**src/acc_map.vh**
```
// Register offsets, field positions, reset values and timing counts
// for the converter control block. Assumes inclusion by bare name.
`ifndef ACC_MAP_VH
`define ACC_MAP_VH

// Register word offsets (8-bit registers, byte addresses)
`define ACC_CTRL_OFS 4'h0
`define ACC_INCLK_OFS 4'h1
`define ACC_REFAMP_OFS 4'h2
`define ACC_DATAL_OFS 4'h3
`define ACC_DATAH_OFS 4'h4

// Control register bit positions
`define ACC_CTRL_START 7
`define ACC_CTRL_BUSY 6
`define ACC_CTRL_EN 5
`define ACC_CTRL_FMT 4

// Reset values
`define ACC_CTRL_RST 8'h00
`define ACC_INCLK_RST 8'h00
`define ACC_REFAMP_RST 8'h00

// Read masks of implemented bits
`define ACC_INCLK_MASK 8'hf7
`define ACC_REFAMP_MASK 8'h9f

// Conversion timing in conversion clock cycles
`define ACC_SAMPLE_CYC 5'h04
`define ACC_TOTAL_CYC 5'h10

// Reference select codes
`define ACC_REF_SUPPLY 2'h0
`define ACC_REF_EXTPIN 2'h1

`endif

```
**src/acc_clkdiv.v**
```verilog
// Conversion clock divider: one-cycle enable pulse every 2**sel system clocks.
// Assumes a single system clock; held in reset while converter is off.
module acc_clkdiv (
    // Clock and reset
    input wire i_core_clk,
    input wire i_rstn,
    // Control
    input wire i_run,
    input wire [2:0] i_sel,
    // Tick out
    output reg o_tick
);
    // ------------------------------------------------------------
    // Divider counter
    // ------------------------------------------------------------
    reg [6:0] cnt_reg; // Free counter, cleared while disabled
    wire [6:0] lim = (7'h01 << i_sel) - 7'h01; // Terminal count

    // Counter runs only when enabled
    always @(posedge i_core_clk) begin
        if (!i_rstn || !i_run) begin
            cnt_reg <= 7'h00;
            o_tick <= 1'b0;
        end else if (cnt_reg >= lim) begin
            // Terminal count: emit tick, ratio 2**sel
            cnt_reg <= 7'h00;
            o_tick <= 1'b1;
        end else begin
            cnt_reg <= cnt_reg + 7'h01;
            o_tick <= 1'b0;
        end
    end
endmodule // acc_clkdiv

```
**src/acc_seq.v**
```verilog
// Conversion sequencer: counts 16 conversion clocks, 4 sampling then 12.
// Assumes ticks from the divider; start pulse is one system cycle.
`include "acc_map.vh"
module acc_seq (
    // Clock and reset
    input wire i_core_clk,
    input wire i_rstn,
    // Control
    input wire i_hold,
    input wire i_go,
    input wire i_tick,
    // Status
    output reg o_sampling,
    output reg o_done
);
    // ------------------------------------------------------------
    // Cycle counter
    // ------------------------------------------------------------
    reg [4:0] cnt_reg; // Conversion clocks elapsed
    reg act_reg; // Conversion in progress

    // Sequencer: reset by hold, started by go
    always @(posedge i_core_clk) begin
        if (!i_rstn || i_hold) begin
            cnt_reg <= 5'h00;
            act_reg <= 1'b0;
            o_done <= 1'b0;
            o_sampling <= 1'b0;
        end else begin
            o_done <= 1'b0;
            if (i_go) begin
                cnt_reg <= 5'h00;
                act_reg <= 1'b1;
                o_sampling <= 1'b1;
            end else if (act_reg && i_tick) begin
                // 4 sample clocks then 12 convert clocks
                if (cnt_reg == `ACC_TOTAL_CYC - 5'h01) begin
                    act_reg <= 1'b0;
                    o_done <= 1'b1;
                    o_sampling <= 1'b0;
                end else begin
                    cnt_reg <= cnt_reg + 5'h01;
                    o_sampling <= (cnt_reg + 5'h01) < `ACC_SAMPLE_CYC;
                end
            end
        end
    end
endmodule // acc_seq

```
**src/acc_ctrl.v**
```verilog
// Converter control: registers, input routing, reference and amplifier
// control, start handshake, busy flag and completion request.
// Assumes one system clock; analog converter delivers result on i_result.
// Conversion timing, in system clock edges after the edge that takes the
// write clearing the start bit:
//   +1   busy set, sequencer loaded, divider counting from zero
//   +2   sampling output raised for the first four conversion clocks
//   end  busy cleared, result captured, completion pulse, one edge
// The divider sits in reset with the converter while start is high, so
// every conversion begins on a fresh conversion clock period and lasts
// sixteen whole periods instead of fifteen and a fraction.
// Limitation: a start bit cleared by the same write that clears the
// enable bit begins nothing; enable must already be set.
// Every analog control output is registered, so each switch follows
// its register field one edge after the write has landed.
//
// The address-and-strobe port and the register offsets are this design's own decisions.
`include "acc_map.vh"
module acc_ctrl (
    // Clock and reset
    input wire i_core_clk,
    input wire i_rstn,
    // Register port
    input wire [3:0] i_addr,
    input wire [7:0] i_wdata,
    input wire i_wr,
    input wire i_rd,
    output reg [7:0] o_rdata,
    // Converter core
    input wire [11:0] i_result,
    output reg o_conv_clk_en,
    output reg o_conv_reset,
    output reg o_sampling,
    output reg o_conv_power,
    // Input routing
    output reg o_ext_channel_en,
    output reg [3:0] o_external_channel_field,
    output reg [2:0] o_internal_sel,
    // Reference and amplifier
    output reg o_ref_supply_en,
    output reg o_ref_extpin_en,
    output reg o_ref_amp_en,
    output reg o_ref_amplifier_enable,
    output reg o_amplifier_input_select,
    output reg [1:0] o_amplifier_gain_field,
    // Completion request
    output reg o_done_irq
);
    // ------------------------------------------------------------
    // Register storage
    // ------------------------------------------------------------
    reg start_reg; // Start bit
    reg busy_reg; // Conversion busy flag, read only
    reg en_reg; // Converter power enable
    reg fmt_reg; // Data format select
    reg [3:0] chan_reg; // External channel field
    reg [3:0] src_reg; // Input source field
    reg [2:0] ckdiv_reg; // Conversion clock divider field
    reg amp_en_reg; // Amplifier enable
    reg amp_in_reg; // Amplifier input select
    reg [1:0] ref_reg; // Reference select field
    reg [1:0] gain_reg; // Amplifier gain field
    reg [11:0] data_reg; // Conversion result
    reg start_fall_reg; // Start falling edge seen, one cycle

    wire tick; // Conversion clock enable
    wire seq_done; // Conversion end pulse
    wire seq_samp; // Sampling phase

    // ------------------------------------------------------------
    // Decode helpers
    // ------------------------------------------------------------
    // True for source codes that route an external channel
    function is_external;
        input [3:0] src;
        begin
            is_external = (src == 4'h0) || (src == 4'h4) || (src[3:2] == 2'h3);
        end
    endfunction

    // Internal signal index: 1..3 supply ratios, 5..7 amplified ratios, else 0
    function [2:0] internal_code;
        input [3:0] src;
        begin
            if (is_external(src) || src[3]) begin
                internal_code = 3'h0;
            end else begin
                internal_code = src[2:0];
            end
        end
    endfunction

    // One byte of the result as software sees it; hi picks the upper register
    function [7:0] data_byte;
        input hi;
        input fmt;
        input [11:0] d;
        begin
            if (fmt) begin
                // Right aligned: low byte full, high byte padded with zeros
                data_byte = hi ? {4'h0, d[11:8]} : d[7:0];
            end else begin
                // Left aligned: high byte full, low nibble reads zero
                data_byte = hi ? d[11:4] : {d[3:0], 4'h0};
            end
        end
    endfunction

    // Reference path switches as {amplifier, external pin, supply}
    function [2:0] ref_paths;
        input [1:0] sel;
        begin
            case (sel)
                `ACC_REF_SUPPLY: ref_paths = 3'h1;
                `ACC_REF_EXTPIN: ref_paths = 3'h2;
                // Amplifier output: both pin paths cut off
                default: ref_paths = 3'h4;
            endcase
        end
    endfunction

    wire wr_ctrl = i_wr && (i_addr == `ACC_CTRL_OFS);
    wire start_w = i_wdata[`ACC_CTRL_START];
    // Converter held in reset: start bit high or power off. The divider
    // shares it so no conversion starts on a partial clock period.
    wire conv_hold = start_reg || !en_reg;

    // ------------------------------------------------------------
    // Register writes and start handshake
    // ------------------------------------------------------------
    // Software writes; busy and result are owned by hardware
    always @(posedge i_core_clk) begin
        if (!i_rstn) begin
            // Every field back to its power-on value
            start_reg <= 1'b0;
            en_reg <= 1'b0;
            fmt_reg <= 1'b0;
            chan_reg <= 4'h0;
            src_reg <= 4'h0;
            ckdiv_reg <= 3'h0;
            amp_en_reg <= 1'b0;
            amp_in_reg <= 1'b0;
            ref_reg <= 2'h0;
            gain_reg <= 2'h0;
            start_fall_reg <= 1'b0;
        end else begin
            // Falling start edge marks conversion begin
            start_fall_reg <= wr_ctrl && start_reg && !start_w && en_reg;
            if (wr_ctrl) begin
                start_reg <= start_w;
                en_reg <= i_wdata[`ACC_CTRL_EN];
                fmt_reg <= i_wdata[`ACC_CTRL_FMT];
                chan_reg <= i_wdata[3:0];
            end
            // Bit 3 has no storage and is never written
            if (i_wr && i_addr == `ACC_INCLK_OFS) begin
                src_reg <= i_wdata[7:4];
                ckdiv_reg <= i_wdata[2:0];
            end
            // Bits 6,5 have no storage and are never written
            if (i_wr && i_addr == `ACC_REFAMP_OFS) begin
                amp_en_reg <= i_wdata[7];
                amp_in_reg <= i_wdata[4];
                ref_reg <= i_wdata[3:2];
                gain_reg <= i_wdata[1:0];
            end
        end
    end

    // ------------------------------------------------------------
    // Busy flag, result capture, completion request
    // ------------------------------------------------------------
    // Hold wins the busy flag; start sets it; end clears it
    always @(posedge i_core_clk) begin
        if (!i_rstn) begin
            busy_reg <= 1'b0;
            // Result cleared only by system reset, never by power off
            data_reg <= 12'h000;
            o_done_irq <= 1'b0;
        end else begin
            o_done_irq <= 1'b0;
            // Hold outranks both a start and a completion in the same cycle
            if (conv_hold) begin
                busy_reg <= 1'b0;
            end else if (start_fall_reg) begin
                busy_reg <= 1'b1;
            end else if (seq_done) begin
                busy_reg <= 1'b0;
                o_done_irq <= 1'b1;
                data_reg <= i_result; // Same edge as busy clear
            end
            // Disabled converter never touches data_reg
        end
    end

    // ------------------------------------------------------------
    // Submodules
    // ------------------------------------------------------------
    acc_clkdiv u_div (
        .i_core_clk(i_core_clk),
        .i_rstn(i_rstn),
        // Restarted with each conversion so its first period is whole
        .i_run(!conv_hold),
        .i_sel(ckdiv_reg),
        .o_tick(tick)
    );

    acc_seq u_seq (
        .i_core_clk(i_core_clk),
        .i_rstn(i_rstn),
        .i_hold(conv_hold),
        .i_go(start_fall_reg),
        .i_tick(tick),
        .o_sampling(seq_samp),
        .o_done(seq_done)
    );

    // ------------------------------------------------------------
    // Analog control outputs, registered
    // ------------------------------------------------------------
    // Routing and reference switches follow the fields one cycle later
    always @(posedge i_core_clk) begin
        if (!i_rstn) begin
            o_conv_clk_en <= 1'b0;
            o_conv_reset <= 1'b1;
            o_sampling <= 1'b0;
            o_conv_power <= 1'b0;
            o_ext_channel_en <= 1'b0;
            o_external_channel_field <= 4'h0;
            o_internal_sel <= 3'h0;
            o_ref_supply_en <= 1'b0;
            o_ref_extpin_en <= 1'b0;
            o_ref_amp_en <= 1'b0;
            o_ref_amplifier_enable <= 1'b0;
            o_amplifier_input_select <= 1'b0;
            o_amplifier_gain_field <= 2'h0;
        end else begin
            o_conv_clk_en <= tick;
            o_conv_reset <= conv_hold;
            // Sampling drops with the reset edge, never a cycle after it
            o_sampling <= seq_samp && !conv_hold;
            o_conv_power <= en_reg;
            // External path off for any internal source
            o_ext_channel_en <= en_reg && is_external(src_reg);
            o_external_channel_field <= chan_reg;
            o_internal_sel <= internal_code(src_reg);
            // Amplifier reference cuts off both pin paths
            {o_ref_amp_en, o_ref_extpin_en, o_ref_supply_en} <= ref_paths(ref_reg);
            o_ref_amplifier_enable <= amp_en_reg;
            o_amplifier_input_select <= amp_in_reg;
            o_amplifier_gain_field <= gain_reg;
        end
    end

    // ------------------------------------------------------------
    // Read data, one cycle after the strobe
    // ------------------------------------------------------------
    // Unmapped addresses and idle cycles read zero
    always @(posedge i_core_clk) begin
        if (!i_rstn) begin
            o_rdata <= 8'h00;
        end else if (i_rd) begin
            case (i_addr)
                `ACC_CTRL_OFS: o_rdata <= {start_reg, busy_reg, en_reg, fmt_reg, chan_reg};
                // Bit 3 held zero
                `ACC_INCLK_OFS: o_rdata <= {src_reg, 1'b0, ckdiv_reg};
                // Bits 6,5 held zero
                `ACC_REFAMP_OFS: o_rdata <= {amp_en_reg, 2'h0, amp_in_reg, ref_reg, gain_reg};
                // Result bytes in the selected alignment
                `ACC_DATAL_OFS: o_rdata <= data_byte(1'b0, fmt_reg, data_reg);
                `ACC_DATAH_OFS: o_rdata <= data_byte(1'b1, fmt_reg, data_reg);
                default: o_rdata <= 8'h00;
            endcase
        end else begin
            // Data stand one cycle only, then the port reads zero
            o_rdata <= 8'h00;
        end
    end
endmodule // acc_ctrl

```
**config.mk**
```make
export PLATFORM = sky130hd
export DESIGN_NAME = acc_ctrl
export DESIGN_NICKNAME = d
export VERILOG_FILES = /design/src/acc_clkdiv.v /design/src/acc_seq.v /design/src/acc_ctrl.v
export VERILOG_INCLUDE_DIRS = /design/src
export SDC_FILE = /design/constraint.sdc
export NUM_CORES = 1
export LEC_CHECK = 0
export BUFFER_PORTS_ARGS = -buffer_cell sky130_fd_sc_hd__buf_2
export CELL_PAD_IN_SITES_DETAIL_PLACEMENT = 1
export CELL_PAD_IN_SITES_GLOBAL_PLACEMENT = 1
export CORE_UTILIZATION = 43
export DETAILED_ROUTE_END_ITERATION = 10
export PLACE_DENSITY_LB_ADDON = 0.1
export SETUP_SLACK_MARGIN = 0.4
export SLEW_MARGIN = 40
export SYNTH_ARGS = -nofsm -noshare
export SYNTH_HDL_FRONTEND = slang
export SYNTH_SLANG_ARGS = --single-unit
export TNS_END_PERCENT = 5
```
**constraint.sdc**
```tcl
create_clock -name i_core_clk -period 2.9 [get_ports i_core_clk]
set_clock_uncertainty 0.1 [all_clocks]
set_input_delay 0.145 -clock i_core_clk [delete_from_list [all_inputs] [get_ports i_core_clk]]
set_output_delay 0.145 -clock i_core_clk [all_outputs]
set_load 0.01 [all_outputs]
```
==> out/metrics.cfg, run 1 <==
[yosys]
syn_area_um2 = 3360
synth_ff_type = dfxtp_1
synth_edf_count = 0
async_flop_share_pct = 0
ys_seq_area_share_pct = 46.4
yosysWarnings = 0
synthCells = 345
synthesis.nets = 384
synth_seq_cells = 78
synthesis.area_per_instance_um2 = 9.75
yosys.cell_types.count = 50

[worst_setup_path]
critPathLaunchType = flip-flop
critPathMaxFanout = 7
crit_chain = or3_4 > ha_4 > nor3_2 > a21o_1 > a21oi_2 > ha_1 > and3_4 > o21ai_2 > o211ai_1 > buf_4 > nor2_2
end_kind = flip-flop
crit_type = reg -> reg
cp-startpoint = ckdiv_reg[2]
reg2reg_slack_ps = 460
cp_slowest_stage_delay_ps = 390
cp.required_ps = 3090
cp_slowest_cell = or3_4
r2r_cells = 11
crit_arrival_ps = 2630
cp-endpoint = u_div.cnt_reg[3]
reg2reg_to = u_div.cnt_reg[3]
rr_startpoint = ckdiv_reg[2]

[global_route]
grt_pass1_vias = 2743
grt_antenna_before_repair = 0
grt_pass1_wl_mm = 13.7
overflow = 0
grtUsageTotal_pct = 21.3
grt_max_degree = 29

[cells_and_area]
final_cell_area_um2 = 4220
drive_gt1_share_pct = 24.7
synthToLayoutAreaGrowth_pct = 25.4
final_common_cell = dfxtp_1
final_cell_mix = dfxtp_1 (75), buf_2 (55), nand2_1 (36)
largest_register_ffs = 12
diodes = 0
final_util_pct = 56.9
nNetsFinal = 459

[placed_design]
io_buffers = 55
post_dp_cell_area_um2 = 3690
place.gp.congestion = 0.839
place_hpwl_mm = 5.72

[clock_tree]
cts_made_buffers = 9
cts_tree = done
ctsHtreeMaxLevel = 3
root_buffer = clkbuf_8
clk_latency_ps = 350
cts_sinks = 78
path_clk_slew_ps = 80
clk_path_buf_depth = 2

[timing]
relSlewSlack_pct = 65.4
setup_tns_ps = 0
finalSetupViolCount = 0
rsz0062_at_grt = false
max_freq_mhz = 410
hold_viol = 0
min_period_over_period_pct = 84.1
period_needed_ps = 2440
tightest_slew_ps = 515
slew_violations = 0

[drt]
num_vias = 2694
viasPerCell = 5.14
routedWlPerCell_um = 15.7
first_pass_iters = 4
wirelength_mm = 8.22
initialDrtViolationCount = 101
drc = 0
drtAntennaViolNets = 0

[hold_path]
min_path_type = in -> reg
min_path_cells = 2

[floorplanning]
die_x_um = 90.4
rows = 31
io-pin-count = 56
dieHeight_um = 90.4
initial_core_util_pct = 45.4
die_area_um2 = 8180
core_um2 = 7410

[power]
ir_worst_vdd_mv = 0.360
p_leak_nw = 1.81
finalPower_mw = 2.18
power_density_nw_per_um2 = 517

[flow_run]
max-cap-violations = 0

[run_status]
status = completed

==> cells by family after synthesis <==
logic type / synth area share [%]
multiplexers: 9.49
AO/OA/AOI/OAI: 10.9
adder cells (fa/ha/maj): 4.09
flip-flops: 46.4
AND/OR/NAND/NOR: 22.5
XOR/XNOR: 3.12
buffers and inverters: 3.46
==> power breakdown <==
part           internal, mW  switching [mW]
Sequential             1.07         0.00552
Clock                 0.576           0.402
Combinational        0.0630          0.0594
Total                  1.71           0.467
==> worst min path at each step <==
stage | startpoint | to | slack [ps]
floorplan | i_wdata[7] | start_fall_reg | 120
global placement | i_result[0] | data_reg[0] | 300
detailed placement | i_result[2] | data_reg[2] | 310
CTS | i_rstn | data_reg[1] | 100
global route | i_rstn | data_reg[8] | 110
finish | i_rstn | data_reg[1] | 110
==> metrics by stage <==
step | std cells | hold WS (ps) | setup slack, ps
floorplan | 345 | 123 | 415
global placement | 483 | 301 | 336
detailed placement | 483 | 305 | 210
CTS | 520 | 100 | 403
global route | 524 | 114 | 314
finish | 524 | 113 | 461
==> Yosys cell counts, types with 2 or more instances <==
| master | instances | area share (%) |
|---|---|---|
| a21boi_0 | 12 | 2.7 |
| a21o_1 | 3 | 0.67 |
| a21oi_1 | 12 | 1.8 |
| a222oi_1 | 2 | 0.60 |
| a22o_1 | 4 | 1.0 |
| a22oi_1 | 5 | 1.1 |
| a31oi_1 | 4 | 0.74 |
| a32oi_1 | 2 | 0.52 |
| and2_1 | 13 | 2.4 |
| and3_1 | 5 | 0.93 |
| and3b_1 | 2 | 0.52 |
| buf_2 | 3 | 0.45 |
| buf_4 | 2 | 0.45 |
| clkbuf_1 | 10 | 1.1 |
| dfxtp_1 | 78 | 46 |
| ha_1 | 11 | 4.1 |
| inv_1 | 9 | 1.0 |
| mux2_2 | 7 | 2.3 |
| mux2i_1 | 24 | 7.1 |
| nand2_1 | 36 | 4.0 |
| nand3_1 | 7 | 1.0 |
| nand3_2 | 3 | 0.89 |
| nand4_1 | 2 | 0.37 |
| nand4b_1 | 2 | 0.52 |
| nor2_1 | 24 | 2.7 |
| nor2b_1 | 21 | 3.9 |
| nor3_1 | 4 | 0.60 |
| nor4_1 | 2 | 0.37 |
| o211a_1 | 2 | 0.60 |
| o21ai_0 | 3 | 0.45 |
| or3_1 | 2 | 0.37 |
| xnor2_1 | 4 | 1.0 |
| xor2_1 | 8 | 2.1 |
==> layer usage <==
| metal | part of all wire [%] | GRT usage (%) |
|---|---|---|
| met1 | 48 | 27.6 |
| met2 | 48 | 34.7 |
| met3 | 3.4 | 5.13 |
| met4 | 1.2 | 6.85 |
| met5 | 0 | 0 |
==> area by class of cell <==
type | instances | area [µm²]
clock buffer | 11 | 131
clock inverter | 5 | 108
fill | 853 | 3190
inverter | 9 | 33.8
multi-input combinational | 241 | 1730
sequential | 78 | 1570
tap | 99 | 124
timing repair buffer | 81 | 520
==> worst max-delay path, delay by kind of cell, from the launching register on <==
family                   cells  cell delay [ps]
AO/OA/AOI/OAI                4              420
adder cells (fa/ha/maj)      2              510
buffers and inverters        1              180
flip-flops                   1              380
AND/OR/NAND/NOR              4              800
==> what timing repair did <==
action | in CTS | in global routing
setup endpoints to repair | 8 | 8
endpoints found under the hold margin | 26 | 0
buffers inserted | 1 | 4
resized for setup | 3 | 13
pin swaps | 1 | 4
hold buffers | 20 | 0
Note: power is estimated with default switching activity, not from simulation.
==> inputs of run 2 (changes only) <==
Settings changed: CORE_UTILIZATION 43 to 39.
Clock period 2.9 ns to 1.97 ns, I/O delays scaled along.
==> out/metrics.cfg, run 2 (synthesis gave the netlist of run 1 again) <==
[run_status]
status = complete, but fails checks
violations = setup timing

[worst_setup_path]
crit_arrival_ps = 2590
cp_slowest_cell = or3_4
r2r_cells = 11
critPathMaxFanout = 7
crit_type = reg -> reg
crit_chain = or3_4 > ha_4 > nor3_4 > a21o_1 > a21oi_1 > ha_1 > and3_4 > o21ai_4 > o211ai_1 > buf_4 > nor2_1
cp_slowest_stage_delay_ps = 390
critPathLaunchType = flip-flop
cp.required_ps = 2160
end_kind = flip-flop

[clock_tree]
cts_setup_buffers = 0
cts_tree = done
cts_made_buffers = 9
ctsHtreeMaxLevel = 3
clk_path_buf_depth = 2
clk_latency_ps = 350
cts_sinks = 78
root_buffer = clkbuf_8
path_clk_slew_ps = 80

[floorplanning]
core_um2 = 8300
die_x_um = 94.9
io-pin-count = 56
rows = 33
initial_core_util_pct = 40.5
dieHeight_um = 94.9
die_area_um2 = 9000

[timing]
slew_violations = 0
period_needed_ps = 2400
finalSetupViolCount = 8
rsz0062_at_grt = true
finalWorstSetupSlack_ps = -426
relSlewSlack_pct = 68.0
hold_viol = 0
min_period_over_period_pct = 122
fin_hold_ws_ps = 87.1
tightest_slew_ps = 476
max_freq_mhz = 417
setup_tns_ps = -3220

[cells_and_area]
synthToLayoutAreaGrowth_pct = 26.2
final_cell_area_um2 = 4240
largest_register_ffs = 12
final_cell_mix = dfxtp_1 (75), buf_2 (55), nand2_1 (35)
drive_gt1_share_pct = 27.7
nNetsFinal = 464
final_common_cell = dfxtp_1
diodes = 0

[placed_design]
place_hpwl_mm = 5.86
dp_slack_ps = -402
post_dp_cell_area_um2 = 3790
place.gp.congestion = 0.783
io_buffers = 55

[drt]
drtAntennaViolNets = 0
initialDrtViolationCount = 49
routedWlPerCell_um = 15.1
num_vias = 2714
wirelength_mm = 8.05
drc = 0
first_pass_iters = 4
viasPerCell = 5.07

[flow_run]
max-cap-violations = 0

[power]
finalPower_mw = 2.82
power_density_nw_per_um2 = 664
p_leak_nw = 1.81
ir_worst_vdd_mv = 0.325

[global_route]
grt_max_degree = 27
grt_pass1_wl_mm = 13.1
grt_pass1_vias = 2703
grtUsageTotal_pct = 19.3
grt_antenna_before_repair = 0
overflow = 0

[hold_path]
min_path_cells = 2
min_path_type = in -> reg

run 2: cell count changes in the layout (fill, tap and decap cells not counted), moves of 2 or more:
| cell | delta |
|---|---|
| and3_1 | -2 |
| buf_4 | +5 |
| bufinv_16 | -3 |
| clkbuf_1 | -2 |
| clkinv_2 | +5 |
| ha_1 | -2 |
| ha_4 | +2 |
run 2: final timing paths:
path | start | endpoint | slack (ps)
max reg2reg | ckdiv_reg[1] | u_div.cnt_reg[0] | -430
min | i_rstn | data_reg[7] | 90
min reg2reg | u_seq.act_reg | u_seq.o_done | 380
max | ckdiv_reg[1] | u_div.cnt_reg[0] | -430
run 2: metal layers:
metal	vias to the layer above	global-route usage (%)	part of all wire (%)
met5	-	0	0
met4	0	7.70	1.7
met3	10	3.22	2.5
met2	41	32.9	49
met1	1306	23.9	47
li1	1357	-	-
run 2: cell type report:
cell class	count	area (µm²)
clock inverters	7	41.3
well taps	105	131
inverters	9	33.8
multi-input cells	241	1790
fillers	955	4060
repair buffers	86	558
clock buffers	9	124
flip-flops and latches	78	1570
run 2: metrics by stage:
| stage | utilization, % | std cells |
|---|---|---|
| global route | 51.1 | 535 |
| floorplan | - | 345 |
| detailed placement | 45.7 | 499 |
| CTS | 50.7 | 535 |
| finish | 51.1 | 535 |
| global placement | 45.7 | 499 |
run 2: where the power goes:
part / internal, mW / leakage, nW / switching, mW
clock network: 0.448 / 0.0885 / 0.598
registers: 1.58 / 0.631 / 0.00693
logic: 0.0965 / 1.09 / 0.0881
total: 2.13 / 1.81 / 0.693
run 2: worst max-delay path: cells and delay by family, from the launching register on:
kind,cells,cell delay [ps]
and+or+nand+nor,4,790
adders and majority gates,2,500
AOI/OAI and AO/OA,4,430
buffers and inverters,1,180
DFF,1,330
run 2: what timing repair did:
item,4_1_cts,5_1_grt
pin swaps,15,14
hold buffers,20,0
endpoints found under the setup margin,16,18
gates cloned,0,0
hold endpoints to repair,30,0
resized for setup,13,9
